File: config.mk
export PLATFORM = sky130hd
export DESIGN_NAME = pxc_ext_ctrl2
export DESIGN_NICKNAME = d
export VERILOG_FILES = /design/src/pxc_pkg.sv /design/src/pxc_ext_ctrl2.sv /design/src/pxc_sqe_pulse.sv
export SDC_FILE = /design/constraint.sdc
export NUM_CORES = 1
export LEC_CHECK = 0
export ABC_AREA = 1
export BUFFER_PORTS_ARGS = -buffer_cell sky130_fd_sc_hd__buf_2
export CAP_MARGIN = 25
export CORE_UTILIZATION = 53
export DETAILED_ROUTE_END_ITERATION = 16
export PLACE_DENSITY_LB_ADDON = 0.08
export SLEW_MARGIN = 20
export SYNTH_ARGS = -nofsm -noshare
export SYNTH_HDL_FRONTEND = slang
export SYNTH_SLANG_ARGS = --single-unit
File: constraint.sdc
create_clock -name clk -period 1.4 [get_ports clk]
set_input_delay 0.14 -clock clk [delete_from_list [all_inputs] [get_ports clk]]
set_output_delay 0.14 -clock clk [all_outputs]
set_load 0.005 [all_outputs]
File: src/pxc_pkg.sv
// constants and types for the second extended control and status register
package pxc_pkg;

    // register location and layout
    localparam logic [4:0]  PXC_REG_INDEX     = 5'h13;
    localparam int          PXC_BIT_REPEATER  = 15;
    localparam int          PXC_BIT_SW_PRIO   = 14;
    localparam int          PXC_BIT_RFAULT    = 13;
    localparam int          PXC_BIT_TP_FLOAT  = 7;
    localparam int          PXC_BIT_AUTO_PD   = 0;
    localparam logic [15:0] PXC_WRITE_MASK    = 16'h1BFF;
    localparam logic [15:0] PXC_STORE_RESET   = 16'h0001;
    localparam logic [15:0] PXC_STORE_MASK    = 16'h1BFF;

    // management frame fields
    localparam int          PXC_PREAMBLE_LEN  = 32;
    localparam int          PXC_HDR_LEN       = 12;
    localparam int          PXC_TA_LEN        = 2;
    localparam int          PXC_DATA_LEN      = 16;
    localparam logic [1:0]  PXC_OP_READ       = 2'h2;
    localparam logic [1:0]  PXC_OP_WRITE      = 2'h1;

    // timing
    localparam int          PXC_CLK_MHZ       = 25;
    localparam int          PXC_SQE_DELAY_NS  = 800;
    localparam int          PXC_SQE_WIDTH_NS  = 1000;
    localparam int          PXC_SQE_DELAY_CYC = (PXC_SQE_DELAY_NS * PXC_CLK_MHZ + 999) / 1000;
    localparam int          PXC_SQE_WIDTH_CYC = (PXC_SQE_WIDTH_NS * PXC_CLK_MHZ + 999) / 1000;

    typedef enum logic [4:0] {
        PXC_ST_PRE   = 5'h01,
        PXC_ST_START = 5'h02,
        PXC_ST_HDR   = 5'h04,
        PXC_ST_TA    = 5'h08,
        PXC_ST_DATA  = 5'h10
    } pxc_mdio_state_e;

    typedef enum logic [2:0] {
        PXC_SQ_IDLE  = 3'h1,
        PXC_SQ_WAIT  = 3'h2,
        PXC_SQ_PULSE = 3'h4
    } pxc_sqe_state_e;

endpackage : pxc_pkg

File: src/pxc_ext_ctrl2.sv
// extended control register two with its management frame slave and side effects
`timescale 1ns/1ps
module pxc_ext_ctrl2 (
    // reference clock and system reset
    input  wire logic       clk,
    input  wire logic       rst_n,
    // management interface
    input  wire logic       mdc,
    input  wire logic       mdio_in,
    output logic            mdio_out,
    output logic            mdio_oe_n,
    input  wire logic [4:0] phy_addr,
    // straps
    input  wire logic       node_repeater_strap,
    input  wire logic       sw_priority_strap,
    // link status
    input  wire logic       link_up,
    input  wire logic       link_speed_100,
    input  wire logic       link_full_duplex,
    input  wire logic       remote_fault_in,
    input  wire logic       isolate,
    input  wire logic       sqe_test_inhibit,
    // media activity
    input  wire logic       tx_en,
    input  wire logic       tx_activity,
    input  wire logic       rx_activity,
    input  wire logic       line_collision,
    // transmit drivers
    input  wire logic       line_tx_pos_data,
    input  wire logic       line_tx_neg_data,
    output logic            line_tx_pos,
    output logic            line_tx_pos_oe_n,
    output logic            line_tx_neg,
    output logic            line_tx_neg_oe_n,
    // status and control outputs
    output logic            carrier_sense,
    output logic            collision,
    output logic            speed_100_ind,
    output logic            tx100_power_down,
    output logic            config_from_regs
);

    // strap capture, taken on the first edge after reset release
    logic strap_done_reg, strap_done_next;
    logic repeater_reg, repeater_next;
    logic sw_prio_reg, sw_prio_next;

    always_comb begin
        strap_done_next = 1'b1;
        repeater_next   = repeater_reg;
        sw_prio_next    = sw_prio_reg;
        if (!strap_done_reg) begin
            repeater_next = node_repeater_strap;
            sw_prio_next  = sw_priority_strap;
        end
    end

    always_ff @(posedge clk or negedge rst_n) begin
        if (!rst_n) begin
            strap_done_reg <= 1'b0;
            repeater_reg   <= 1'b0;
            sw_prio_reg    <= 1'b0;
        end else begin
            strap_done_reg <= strap_done_next;
            repeater_reg   <= repeater_next;
            sw_prio_reg    <= sw_prio_next;
        end
    end

    // management frame slave
    pxc_pkg::pxc_mdio_state_e state_reg, state_next;
    logic        mdc_reg, mdc_prev_reg;
    logic [5:0]  cnt_reg, cnt_next;
    logic [11:0] hdr_reg, hdr_next;
    logic [15:0] shift_reg, shift_next;
    logic [15:0] store_reg, store_next;
    logic        drive_reg, drive_next;
    logic        out_reg, out_next;
    logic        mdc_rise;
    logic        hit;
    logic        is_read;
    logic        is_write;
    logic [15:0] read_value;
    logic [15:0] write_word;

    assign mdc_rise = mdc_reg && !mdc_prev_reg;
    assign hit      = (hdr_reg[9:5] == phy_addr) && (hdr_reg[4:0] == pxc_pkg::PXC_REG_INDEX);
    assign is_read  = hit && (hdr_reg[11:10] == pxc_pkg::PXC_OP_READ);
    assign is_write = hit && (hdr_reg[11:10] == pxc_pkg::PXC_OP_WRITE);

    // reserved bits read back whatever was last written; bit 10 is never stored
    always_comb begin
        read_value = store_reg & pxc_pkg::PXC_STORE_MASK;
        read_value[pxc_pkg::PXC_BIT_REPEATER] = repeater_reg;
        read_value[pxc_pkg::PXC_BIT_SW_PRIO]  = sw_prio_reg;
        read_value[pxc_pkg::PXC_BIT_RFAULT]   = remote_fault_in;
    end

    // reserved write data is stored as given; the manager is relied on to send defaults
    assign write_word = {shift_reg[14:0], mdio_in};

    always_comb begin
        state_next = state_reg;
        cnt_next   = cnt_reg;
        hdr_next   = hdr_reg;
        shift_next = shift_reg;
        store_next = store_reg;
        drive_next = drive_reg;
        out_next   = out_reg;
        if (mdc_rise) begin
            case (state_reg)
                pxc_pkg::PXC_ST_PRE: begin
                    if (mdio_in) begin
                        if (cnt_reg < 6'(pxc_pkg::PXC_PREAMBLE_LEN)) begin
                            cnt_next = cnt_reg + 6'h01;
                        end
                    end else if (cnt_reg >= 6'(pxc_pkg::PXC_PREAMBLE_LEN)) begin
                        state_next = pxc_pkg::PXC_ST_START;
                    end else begin
                        cnt_next = 6'h00;
                    end
                end
                pxc_pkg::PXC_ST_START: begin
                    cnt_next   = 6'h00;
                    state_next = mdio_in ? pxc_pkg::PXC_ST_HDR : pxc_pkg::PXC_ST_PRE;
                end
                pxc_pkg::PXC_ST_HDR: begin
                    hdr_next = {hdr_reg[10:0], mdio_in};
                    if (cnt_reg == 6'(pxc_pkg::PXC_HDR_LEN - 1)) begin
                        cnt_next   = 6'h00;
                        state_next = pxc_pkg::PXC_ST_TA;
                    end else begin
                        cnt_next = cnt_reg + 6'h01;
                    end
                end
                pxc_pkg::PXC_ST_TA: begin
                    if (cnt_reg == 6'h00) begin
                        // second turnaround bit is driven low on a read hit
                        shift_next = read_value;
                        drive_next = is_read;
                        out_next   = 1'b0;
                        cnt_next   = 6'h01;
                    end else begin
                        out_next   = shift_reg[15];
                        cnt_next   = 6'h00;
                        state_next = pxc_pkg::PXC_ST_DATA;
                    end
                end
                pxc_pkg::PXC_ST_DATA: begin
                    shift_next = {shift_reg[14:0], mdio_in};
                    out_next   = shift_reg[14];
                    if (cnt_reg == 6'(pxc_pkg::PXC_DATA_LEN - 1)) begin
                        if (is_write) begin
                            store_next = (store_reg & ~pxc_pkg::PXC_WRITE_MASK)
                                       | (write_word & pxc_pkg::PXC_WRITE_MASK);
                        end
                        drive_next = 1'b0;
                        out_next   = 1'b0;
                        cnt_next   = 6'h00;
                        state_next = pxc_pkg::PXC_ST_PRE;
                    end else begin
                        cnt_next = cnt_reg + 6'h01;
                    end
                end
                default: begin
                    drive_next = 1'b0;
                    cnt_next   = 6'h00;
                    state_next = pxc_pkg::PXC_ST_PRE;
                end
            endcase
        end
    end

    always_ff @(posedge clk or negedge rst_n) begin
        if (!rst_n) begin
            state_reg    <= pxc_pkg::PXC_ST_PRE;
            mdc_reg      <= 1'b0;
            mdc_prev_reg <= 1'b0;
            cnt_reg      <= 6'h00;
            hdr_reg      <= 12'h000;
            shift_reg    <= 16'h0000;
            store_reg    <= pxc_pkg::PXC_STORE_RESET;
            drive_reg    <= 1'b0;
            out_reg      <= 1'b0;
        end else begin
            state_reg    <= state_next;
            mdc_reg      <= mdc;
            mdc_prev_reg <= mdc_reg;
            cnt_reg      <= cnt_next;
            hdr_reg      <= hdr_next;
            shift_reg    <= shift_next;
            store_reg    <= store_next;
            drive_reg    <= drive_next;
            out_reg      <= out_next;
        end
    end

    assign mdio_out  = out_reg;
    assign mdio_oe_n = !drive_reg;

    // side effects of the register contents
    logic sqe_enable;
    logic sqe_pulse;
    logic crs_reg, crs_next;
    logic col_reg, col_next;
    logic spd_reg, spd_next;
    logic pd_reg, pd_next;

    // test defaults on in node mode; repeater or full duplex always suppress it
    assign sqe_enable = !repeater_reg && !link_full_duplex && !sqe_test_inhibit;

    pxc_sqe_pulse u_sqe (
        .clk         (clk),
        .rst_n       (rst_n),
        .tx_en       (tx_en),
        .test_enable (sqe_enable),
        .sqe_pulse   (sqe_pulse)
    );

    always_comb begin
        crs_next = rx_activity || (!repeater_reg && tx_activity);
        col_next = line_collision || sqe_pulse;
        spd_next = link_up && link_speed_100;
        pd_next  = isolate
                 || (store_reg[pxc_pkg::PXC_BIT_AUTO_PD] && link_up && !link_speed_100);
    end

    always_ff @(posedge clk or negedge rst_n) begin
        if (!rst_n) begin
            crs_reg <= 1'b0;
            col_reg <= 1'b0;
            spd_reg <= 1'b0;
            pd_reg  <= 1'b0;
        end else begin
            crs_reg <= crs_next;
            col_reg <= col_next;
            spd_reg <= spd_next;
            pd_reg  <= pd_next;
        end
    end

    assign carrier_sense    = crs_reg;
    assign collision        = col_reg;
    assign speed_100_ind    = spd_reg;
    assign tx100_power_down = pd_reg;
    assign config_from_regs = sw_prio_reg;

    // float both transmit lines while the float bit is set
    assign line_tx_pos      = line_tx_pos_data;
    assign line_tx_neg      = line_tx_neg_data;
    assign line_tx_pos_oe_n = store_reg[pxc_pkg::PXC_BIT_TP_FLOAT];
    assign line_tx_neg_oe_n = store_reg[pxc_pkg::PXC_BIT_TP_FLOAT];

endmodule : pxc_ext_ctrl2

File: src/pxc_sqe_pulse.sv
// collision test pulse after each transmitted packet
`timescale 1ns/1ps
module pxc_sqe_pulse #(
    parameter int DELAY_CYC = pxc_pkg::PXC_SQE_DELAY_CYC,
    parameter int WIDTH_CYC = pxc_pkg::PXC_SQE_WIDTH_CYC
) (
    // clock and reset
    input  wire logic clk,
    input  wire logic rst_n,
    // control
    input  wire logic tx_en,
    input  wire logic test_enable,
    // result
    output logic      sqe_pulse
);

    pxc_pkg::pxc_sqe_state_e state_reg, state_next;
    logic [7:0]              cnt_reg, cnt_next;
    logic                    tx_en_reg;
    logic                    pulse_reg, pulse_next;

    always_comb begin
        state_next = state_reg;
        cnt_next   = cnt_reg;
        pulse_next = 1'b0;
        case (state_reg)
            pxc_pkg::PXC_SQ_IDLE: begin
                if (tx_en_reg && !tx_en && test_enable) begin
                    state_next = pxc_pkg::PXC_SQ_WAIT;
                    cnt_next   = 8'h01;
                end
            end
            pxc_pkg::PXC_SQ_WAIT: begin
                // a new packet or a late inhibit cancels the pending pulse
                if (tx_en || !test_enable) begin
                    state_next = pxc_pkg::PXC_SQ_IDLE;
                end else if (cnt_reg >= 8'(DELAY_CYC)) begin
                    state_next = pxc_pkg::PXC_SQ_PULSE;
                    cnt_next   = 8'h01;
                    pulse_next = 1'b1;
                end else begin
                    cnt_next = cnt_reg + 8'h01;
                end
            end
            pxc_pkg::PXC_SQ_PULSE: begin
                if (cnt_reg >= 8'(WIDTH_CYC)) begin
                    state_next = pxc_pkg::PXC_SQ_IDLE;
                end else begin
                    cnt_next   = cnt_reg + 8'h01;
                    pulse_next = 1'b1;
                end
            end
            default: begin
                state_next = pxc_pkg::PXC_SQ_IDLE;
            end
        endcase
    end

    always_ff @(posedge clk or negedge rst_n) begin
        if (!rst_n) begin
            state_reg <= pxc_pkg::PXC_SQ_IDLE;
            cnt_reg   <= 8'h00;
            tx_en_reg <= 1'b0;
            pulse_reg <= 1'b0;
        end else begin
            state_reg <= state_next;
            cnt_reg   <= cnt_next;
            tx_en_reg <= tx_en;
            pulse_reg <= pulse_next;
        end
    end

    assign sqe_pulse = pulse_reg;

endmodule : pxc_sqe_pulse

==> summary.md, run 1 <==
| Metric | Value |
|---|---|
| Total chip power | `7.796 mW` |
| Max-cap viol count | `0` |
| DIE HEIGHT | `86.45 µm` |
| Cells after synthesis | `459` |
| P_leak | `2.605 nW` |
| FFs w/ async S/R, synth | `100.0%` |
| Clock Pin Slew Worst Setup and Hold Paths | `0.08 ns` |
| Final std cells w/o fill | `662` |
| Area leader, netlist | `dfrtp_1` |
| Worst Slack Setup Final | `-0.1786 ns` |
| Cells after DPL | `618` |
| CTS Buf Count | `9` |
| Hold Vio Cnt, Final | `1` |
| All-Layer GR Usage | `25.48%` |
| CP Class | `register to register` |
| Layout fillers | `458` |
| Hold slack | `-0.001105 ns` |
| H-Tree Depth | `3` |
| Final instance area | `5339 µm²` |
| P per Cell Area | `1460 nW/µm²` |
| Clock root buffer | `clkbuf_8` |
| Gate power share | `43.4%` |
| Seq/Total Area, Yosys | `49.75%` |
| Vias/cell | `5.240` |
| Average wire per standard cell | `14.19 µm` |
| Die Wd | `86.45 µm` |
| I/O Buffers | `29` |
| Clock tree from TritonCTS | `built` |
| Largest net degree at the start of global routing | `32` |
| Unique cell type count in the Yosys netlist | `39` |
| FF+latch count, synth | `75` |
| Total wire length | `9.392 mm` |
| Synth Area per Inst | `8.235 µm²` |
| Clock net sink count | `75` |
| Initial drt markers | `194` |
| Synthesized Nets | `488` |
| Boundary Pins | `34` |
| Clock Latency Late Sink | `0.35 ns` |
| Initial antenna violation count | `0` |
| Count leader, synth | `nand2_1` |
| Synth warnings | `0` |
| Critical Path Start Type | `register` |
| Arr. time, crit path | `1.83 ns` |
| Routed Antenna Nets | `0` |
| FP Rows | `30` |
| Top FF cell, synth | `dfrtp_1` |
| CP Capture Type | `register` |
| Setup slack, reg-to-reg | `-0.18 ns` |
| Switch share | `38.83%` |
| DR vias | `3469` |
| Min-Delay Path Class | `primary input to register` |
| Slowest cell delay on critical path | `0.43 ns` |
| Setup TNS | `-3.530 ns` |
| Switching Power | `3.027 mW` |
| Global-route wire length before repair | `14.73 mm` |
| Placement Cell Area | `4415 µm²` |
| Die Footprint | `7474 µm²` |
| Final worst-path cycle share | `112.8%` |
| Failing checks | `hold timing, setup timing` |
| Core Region | `6832 µm²` |
| Sequential share of power | `37.9%` |
| Final worst path period need | `1.579 ns` |
| Layout cells sized above 1 | `41.17%` |
| Starting Density | `55.33%` |
| Congestion Overflow GR | `0` |
| Outcome | `finished, violations left` |
| Clk pwr share | `18.8%` |
| Area contributors post-synth | `dfrtp_1 48%, nand2_1 12%, inv_1 5.2%` |
| P_int | `4.769 mW` |
| CP cell instances | `nor2_4 > nand3_4 > buf_12 > or2_2 > o21ai_1 > o21ai_2` |
| CP required | `1.65 ns` |
| DP Wirelength | `5.731 mm` |
| CP max FO | `13` |
| Peak Freq | `0.6335 GHz` |
| Top cells by count, synth | `119 x nand2_1, 72 x dfrtp_1, 52 x inv_1, 37 x nand3_1, 31 x nor2_1` |
| DRT Pass-1 Iters | `6` |
| DR DRC count | `0` |
| Synth-to-layout area growth | `41.24%` |
| Syn Std Cell Area | `3780 µm²` |
| Gpl congestion | `0.8761` |
| Worst Skew | `0.01295 ns` |
| # setup viols final | `41` |
| RSZ-0062 raised after global routing | `yes` |
| Max VDD drop | `0.9321 mV` |
| Critical path's top delay family | `simple AND/OR/NAND/NOR gates` |
| Post-synth EDFFs | `0` |
| Pre-CTS setup slack | `-0.1238 ns` |
| Post-layout nets | `590` |
| Max Root-Sink Buffers | `2` |
| Worst path slowest cell | `dfrtp_1` |
| N_diodes | `0` |
| Buffers & Inverters on Critical Path | `1` |
| Vias in the first global route | `3270` |
| Slew Viols, Final | `0` |
| Max reg flops | `16` |
| Final Core Density | `78.15%` |
| Yosys top cell area share | `47.67%` |
layout by cell type, fill, tap and decap left out, types with 7 or more instances in the layout:
cell type	Yosys	final
nand2_2	2	19
inv_1	52	46
buf_4	4	46
buf_6	2	12
clkbuf_8	0	9
dlygate4sd3_1	0	8
nand2_4	0	11
or2_0	7	7
nand3_2	3	16
o21ai_1	24	26
nand2_1	119	92
dfrtp_1	72	71
nor2_1	31	24
nand4_1	7	7
nor2_4	5	12
o21ai_0	28	11
inv_2	3	8
buf_2	8	28
o21ai_2	0	14
nand3_1	37	20
logic make-up after synthesis:
| logic type | count (synthesis) | synth area share (%) |
|---|---|---|
| AND/OR/NAND/NOR | 230 | 28.40 |
| flip-flops | 75 | 49.75 |
| AO/OA/AOI/OAI | 72 | 10.46 |
| buffers and inverters | 70 | 8.011 |
| adder cells (fa/ha/maj) | 6 | 1.986 |
| XOR/XNOR | 3 | 0.6953 |
| multiplexers | 2 | 0.5958 |
| other | 1 | 0.09921 |
final cells by class:
| type | instances | area [µm²] | share of cell area (%) |
|---|---|---|---|
| inverters | 55 | 209.0 | 3.914 |
| flip-flops and latches | 75 | 1882 | 35.25 |
| clock inverters | 6 | 40.04 | 0.7499 |
| multi-input cells | 316 | 2059 | 38.58 |
| clock buffers | 10 | 127.6 | 2.390 |
| repair buffers | 104 | 900.9 | 16.87 |
| well taps | 96 | 120.1 | 2.250 |
metal layers:
layer / vias up / routed length, µm / GRT usage, % / share of wire (%)
li1: 1681 / - / - / -
met2: 80 / 4829 / 42.86 / 51
met5: - / 0 / 0 / 0
met1: 1697 / 4130 / 33.06 / 44
met4: 0 / 128 / 8.939 / 1.4
met3: 11 / 304 / 4.952 / 3.2
repair_timing:
item                                    4_1_cts  5_1_grt
endpoints found under the hold margin        80        0
pin swaps                                    24       31
endpoints found under the setup margin       62       63
gates cloned                                  3        3
resized for setup                            59       89
buffers inserted                              8        7
hold buffers                                  9        0
power by group through the flow:
stage                     logic (mW)  registers (mW)  clock network, mW
after detailed placement        2.49            2.92                  0
after global placement          2.43            2.90                  0
after global routing            3.74            3.00               1.58
after floorplan                 1.54            2.88                  0
final                           3.38            2.95               1.46
after CTS                       2.90            2.90               1.49
final timing paths:
kind	endpoint	depth (start not counted)	from
max in group asynchronous	store_reg[0]	3	rst_n
min in group asynchronous	hdr_reg[4]	2	rst_n
min	tx100_power_down	2	isolate
max reg2reg	shift_reg[6]	6	state_reg[2]
max	shift_reg[6]	6	state_reg[2]
min reg2reg	mdc_prev_reg	0	mdc_reg
Power figures use the tool's default switching activity.
==> run 2: changes to the inputs <==
--- a/config.mk
+++ b/config.mk
@@ -8,7 +8,7 @@
 export ABC_AREA = 1
 export BUFFER_PORTS_ARGS = -buffer_cell sky130_fd_sc_hd__buf_2
 export CAP_MARGIN = 25
-export CORE_UTILIZATION = 53
+export CORE_UTILIZATION = 64
 export DETAILED_ROUTE_END_ITERATION = 16
 export PLACE_DENSITY_LB_ADDON = 0.08
 export SLEW_MARGIN = 20
==> constraint.sdc (replaced) <==
create_clock -name clk -period 1.9 [get_ports clk]
set_input_delay 0.19 -clock clk [delete_from_list [all_inputs] [get_ports clk]]
set_output_delay 0.19 -clock clk [all_outputs]
set_load 0.005 [all_outputs]
==> run 2 against run 1 <==
Effect of this change:
- the run now ends clean
- first-iteration DRC count increased by 34%
- sequential cell count stayed put
- combinational power decreased by 57%
- clock skew is 0.0024 ns lower
- clock power decreased by 12%
- worst hold slack improved by 0.016 ns
- setup slack improved by 0.38 ns
- critical path depth up 1
- core utilization shrank 2.4 points
- sequential share of layout area is 9.0 points higher
- critical path type unchanged
- largest cell class is now registers
- largest power group is now sequential cells
==> summary.md, run 2 (synthesis gave the netlist of run 1 again) <==
| Metric | Value |
|---|---|
| Outcome | `finished, final reports clean` |
| Commonest non-fill, non-tap cell in the layout | `nand2_1` |
| Final Core Density | `75.70%` |
| N_diodes | `0` |
| Final worst-path cycle share | `89.33%` |
| Die Wd | `78.85 µm` |
| Pre-CTS setup slack | `0.1249 ns` |
| Congestion Overflow GR | `0` |
| Arr. time, crit path | `1.92 ns` |
| DR vias | `3077` |
| Largest net degree at the start of global routing | `36` |
| Starting Density | `67.40%` |
| Clock net sink count | `75` |
| Clock root buffer | `clkbuf_8` |
| Max-cap viol count | `0` |
| Final worst path period need | `1.697 ns` |
| Average wire per standard cell | `13.32 µm` |
| Slew Viols, Final | `0` |
| CP required | `2.12 ns` |
| Total wire length | `7.635 mm` |
| Vias/cell | `5.370` |
| Max VDD drop | `0.7439 mV` |
| Clock Latency Late Sink | `0.36 ns` |
| # setup viols final | `0` |
| Max Root-Sink Buffers | `2` |
| Peak Freq | `0.5892 GHz` |
| DIE HEIGHT | `78.85 µm` |
| Routed Antenna Nets | `0` |
| RSZ-0062 raised after global routing | `no` |
| Max reg flops | `16` |
| All-Layer GR Usage | `27.55%` |
| Worst Slack Setup Final | `0.2026 ns` |
| Setup slack, reg-to-reg | `0.20 ns` |
| Min-Delay Path Class | `primary input to register` |
| I/O Buffers | `29` |
| H-Tree Depth | `3` |
| Vias in the first global route | `2950` |
| Initial antenna violation count | `0` |
| Boundary Pins | `34` |
| Layout cells sized above 1 | `17.96%` |
| Gpl congestion | `0.9289` |
| FP Rows | `27` |
| Clock Pin Slew Worst Setup and Hold Paths | `0.08 ns` |
| Synth-to-layout area growth | `12.31%` |
| DR DRC count | `0` |
| Clock tree from TritonCTS | `built` |
| Final instance area | `4245 µm²` |
| Initial drt markers | `259` |
| DP Wirelength | `5.206 mm` |
| Placement Cell Area | `4001 µm²` |
| Worst Skew | `0.01057 ns` |
| P per Cell Area | `1147 nW/µm²` |
| Core Region | `5608 µm²` |
| Setup TNS | `0 ns` |
| Post-layout nets | `525` |
| Hold Vio Cnt, Final | `0` |
| CP Capture Type | `register` |
| DRT Pass-1 Iters | `5` |
| Post-CTS Setup Inserts | `0` |
| CP max FO | `8` |
| CTS Buf Count | `9` |
| P_leak | `2.147 nW` |
| Critical Path Start Type | `register` |
| Commonest non-fill, non-tap cells in the layout | `119 x nand2_1, 72 x dfrtp_1, 52 x inv_1` |
| Global-route wire length before repair | `13.19 mm` |
| Layout fillers | `411` |
| Die Footprint | `6217 µm²` |
| CP Class | `register to register` |
[run 2: path summary, 6_finish.rpt]
kind | cells after the start | from | endpoint
setup / recovery | 7 | u_sqe.cnt_reg[0] | u_sqe.cnt_reg[2]
hold / removal | 2 | line_collision | collision
setup reg to reg | 7 | u_sqe.cnt_reg[0] | u_sqe.cnt_reg[2]
hold reg to reg | 0 | mdc_reg | mdc_prev_reg
max in group asynchronous | 3 | rst_n | u_sqe.state_reg[0]
min in group asynchronous | 2 | rst_n | shift_reg[3]
[run 2: layout make-up]
type / instances / area, µm² / area share (%)
clock inverter: 6 / 72.57 / 1.709
inverter: 55 / 206.4 / 4.863
sequential: 75 / 1881 / 44.30
multi-input combinational: 314 / 1600 / 37.70
timing repair buffer: 41 / 257.7 / 6.071
tap: 72 / 90.09 / 2.122
clock buffer: 10 / 137.6 / 3.242
[run 2: where the power goes]
part / leakage, nW / switching (mW) / total, mW / internal (mW)
clock: 0.103 / 0.628 / 1.28 / 0.656
combinational: 1.06 / 0.926 / 1.44 / 0.515
sequential: 0.987 / 0.239 / 2.15 / 1.91
total: 2.15 / 1.79 / 4.87 / 3.08
[run 2: layer usage]
metal	track usage, %	vias up	wire [µm]
li1	-	1537	-
met1	36.68	1447	3452
met2	45.30	78	3731
met3	5.517	15	334
met4	9.273	0	117
met5	0	-	0
[run 2: what timing repair did]
item / CTS / global route
hold endpoints to repair: 33 / 0
setup endpoints to repair: 0 / 4
hold buffers: 3 / 0
resized for setup: 0 / 1
[run 2: critical path, stage by stage, from the launching register on]
cell and delay [ns]:
dfrtp_1 0.42, inv_1 0.11, ha_1 0.21, nor3b_1 0.14, o21ai_2 0.23, nand2_1 0.09, nand2_1 0.21, o21ai_0 0.15
[run 2: through the flow]
stage | cells | power (mW) | hold WS [ns]
after floorplan | 459 | 3.210 | -0.1056
after global placement | 554 | 3.523 | 0.1742
after detailed placement | 554 | 3.593 | 0.1803
after CTS | 573 | 4.883 | 0.005128
after global routing | 573 | 5.191 | 0.01137
final | 573 | 4.871 | 0.01465
==> run 3: changes to the inputs <==
--- a/config.mk
+++ b/config.mk
@@ -6,11 +6,12 @@
 export NUM_CORES = 1
 export LEC_CHECK = 0
 export ABC_AREA = 1
-export BUFFER_PORTS_ARGS = -buffer_cell sky130_fd_sc_hd__buf_2
+export BUFFER_PORTS_ARGS = -buffer_cell sky130_fd_sc_hd__buf_4
 export CAP_MARGIN = 25
 export CORE_UTILIZATION = 64
 export DETAILED_ROUTE_END_ITERATION = 16
 export PLACE_DENSITY_LB_ADDON = 0.08
+export SKIP_LAST_GASP = 1
 export SLEW_MARGIN = 20
 export SYNTH_ARGS = -nofsm -noshare
 export SYNTH_HDL_FRONTEND = slang
==> constraint.sdc (replaced) <==
create_clock -name clk -period 2 [get_ports clk]
set_input_delay 0.2 -clock clk [delete_from_list [all_inputs] [get_ports clk]]
set_output_delay 0.2 -clock clk [all_outputs]
set_load 0.005 [all_outputs]
==> run 3 against run 2 <==
Effect of this change:
- via count shrank 1.5%
- core utilization is 0.40 points higher
- count of clock-buffer cells in the layout rose by 3
- register-to-register slack improved by 0.02 ns
- critical path depth stayed put
- sequential cell count stayed put
- final cell count down 0.35%
- wire length shrank 2.7%
- largest power group unchanged
==> summary.md, run 3 (synthesis gave the netlist of run 1 again) <==
| Metric | Value |
|---|---|
| Die Wd | `78.85 µm` |
| Tightest Pin Transition | `0.5037 ns` |
| N_diodes | `0` |
| Hold path cells | `2` |
| Layout fillers | `414` |
| Peak Freq | `0.5634 GHz` |
| Worst Slack Setup Final | `0.2250 ns` |
| Post-CTS Setup Inserts | `0` |
| P per Cell Area | `1062 nW/µm²` |
| Commonest non-fill, non-tap cell in the layout | `nand2_1` |
| Max VDD drop | `0.6069 mV` |
| Post_cts resized | `0` |
| Multi-input logic area | `1597 µm²` |
| Min-Delay Path Class | `primary input to register` |
| CP required | `2.21 ns` |
| Crit path from | `u_sqe.cnt_reg[0]` |
| Hold Vio Cnt, Final | `0` |
| Worst Skew | `0.01102 ns` |
| Post-layout nets | `523` |
| Sequential Area | `1881 µm²` |
| CP max FO | `8` |
| CP Capture Type | `register` |
| R2r startpoint | `u_sqe.cnt_reg[0]` |
| Outcome | `finished, final reports clean` |
| # setup viols final | `0` |
| Final worst path period need | `1.775 ns` |
| Reg2Reg Depth | `7` |
| Max reg flops | `16` |
| Initial antenna violation count | `0` |
| CP Class | `register to register` |
| Die Footprint | `6217 µm²` |
| All-Layer GR Usage | `26.99%` |
| Total wire length | `7.430 mm` |
| Clock net sink count | `75` |
| Max-cap viol count | `0` |
| Arr. time, crit path | `1.99 ns` |
| Core Region | `5608 µm²` |
| Slew Viols, Final | `0` |
| Layout cells sized above 1 | `16.63%` |
| RSZ-0062 raised after global routing | `no` |
| Clock Pin Slew Worst Setup and Hold Paths | `0.08 ns` |
| Starting Density | `67.40%` |
| Clock root buffer | `clkbuf_8` |
| DP Wirelength | `5.108 mm` |
| Clock tree from TritonCTS | `built` |
| Global-route wire length before repair | `12.94 mm` |
| Largest net degree at the start of global routing | `39` |
| Vias in the first global route | `3014` |
| Setup TNS | `0 ns` |
| FP Rows | `27` |
| Placement Cell Area | `4056 µm²` |
| Routed Antenna Nets | `0` |
| Vias/cell | `5.306` |
| DRT Pass-1 Iters | `4` |
| Max Root-Sink Buffers | `2` |
| Synth-to-layout area growth | `12.91%` |
| Initial drt markers | `230` |
| Relative slew slack | `66.42%` |
| DR DRC count | `0` |
| Congestion Overflow GR | `0` |
| Final instance area | `4268 µm²` |
| Boundary Pins | `34` |
| Pre-CTS setup slack | `0.2493 ns` |
| DIE HEIGHT | `78.85 µm` |
| Average wire per standard cell | `13.01 µm` |
| Final worst-path cycle share | `88.75%` |
| I/O Buffers | `29` |
| Commonest non-fill, non-tap cells in the layout | `119 x nand2_1, 72 x dfrtp_1, 52 x inv_1` |
| P_leak | `2.144 nW` |
| HP Start | `rx_activity` |
| Clock Latency Late Sink | `0.34 ns` |
| DR vias | `3030` |
| Gpl congestion | `0.8695` |
| CTS Buf Count | `9` |
| H-Tree Depth | `3` |
| Critical Path Start Type | `register` |
## run 3: changes by cell type in the layout (fill, tap and decap cells not counted), sizes merged
| cell | delta |
|---|---|
| clkbuf | +3 |
| buf | -2 |
| inv | -2 |
| clkinv | -1 |
## run 3: layout make-up
class                   instances  area share [%]
inverters                      55           4.837
multi-input cells             314           37.41
clock buffers                  13           3.254
well taps                      72           2.111
repair buffers                 39           7.329
flip-flops and latches         75           44.06
clock inverters                 3          0.9968
## run 3: metrics by stage
step | cells | utilization, % | hold WS, ns | total power, mW
finish | 571 | 76.10 | 0.03580 | 4.534
CTS | 571 | 76.10 | 0.03068 | 4.557
global placement | 552 | 72.33 | 0.2005 | 3.365
global route | 571 | 76.10 | 0.02773 | 4.852
detailed placement | 552 | 72.33 | 0.2031 | 3.435
floorplan | 459 | - | -0.09559 | 3.050
## run 3: per-layer routing
| layer | up-vias | GRT usage (%) | share of wire (%) |
|---|---|---|---|
| met5 | - | 0 | 0 |
| met1 | 1432 | 33.90 | 47 |
| met4 | 0 | 14.55 | 1.4 |
| met2 | 53 | 44.52 | 48 |
| li1 | 1535 | - | - |
| met3 | 10 | 4.828 | 3.2 |
## run 3: critical path, stage by stage (launching register included)
cell     delay (ns)
dfrtp_1        0.43
inv_1          0.11
ha_1           0.20
nor3b_1        0.13
o21ai_1        0.33
nand2_1        0.10
nand2_1        0.21
o21ai_0        0.14
## run 3: where the power goes
group	switching, mW	internal, mW
clock	0.532	0.577
sequential	0.230	1.81
combinational	0.872	0.510
total	1.63	2.90
## run 3: final timing paths
path | to | slack, ns
min in group asynchronous | shift_reg[14] | 0.37
max | u_sqe.cnt_reg[4] | 0.22
max reg2reg | u_sqe.cnt_reg[4] | 0.22
min reg2reg | mdc_prev_reg | 0.38
min | carrier_sense | 0.04
max in group asynchronous | store_reg[0] | 1.01
## run 3: timing repair
action / CTS / global route
hold endpoints to repair: 37 / 0
setup endpoints to repair: 0 / 0
hold buffers: 3 / 0
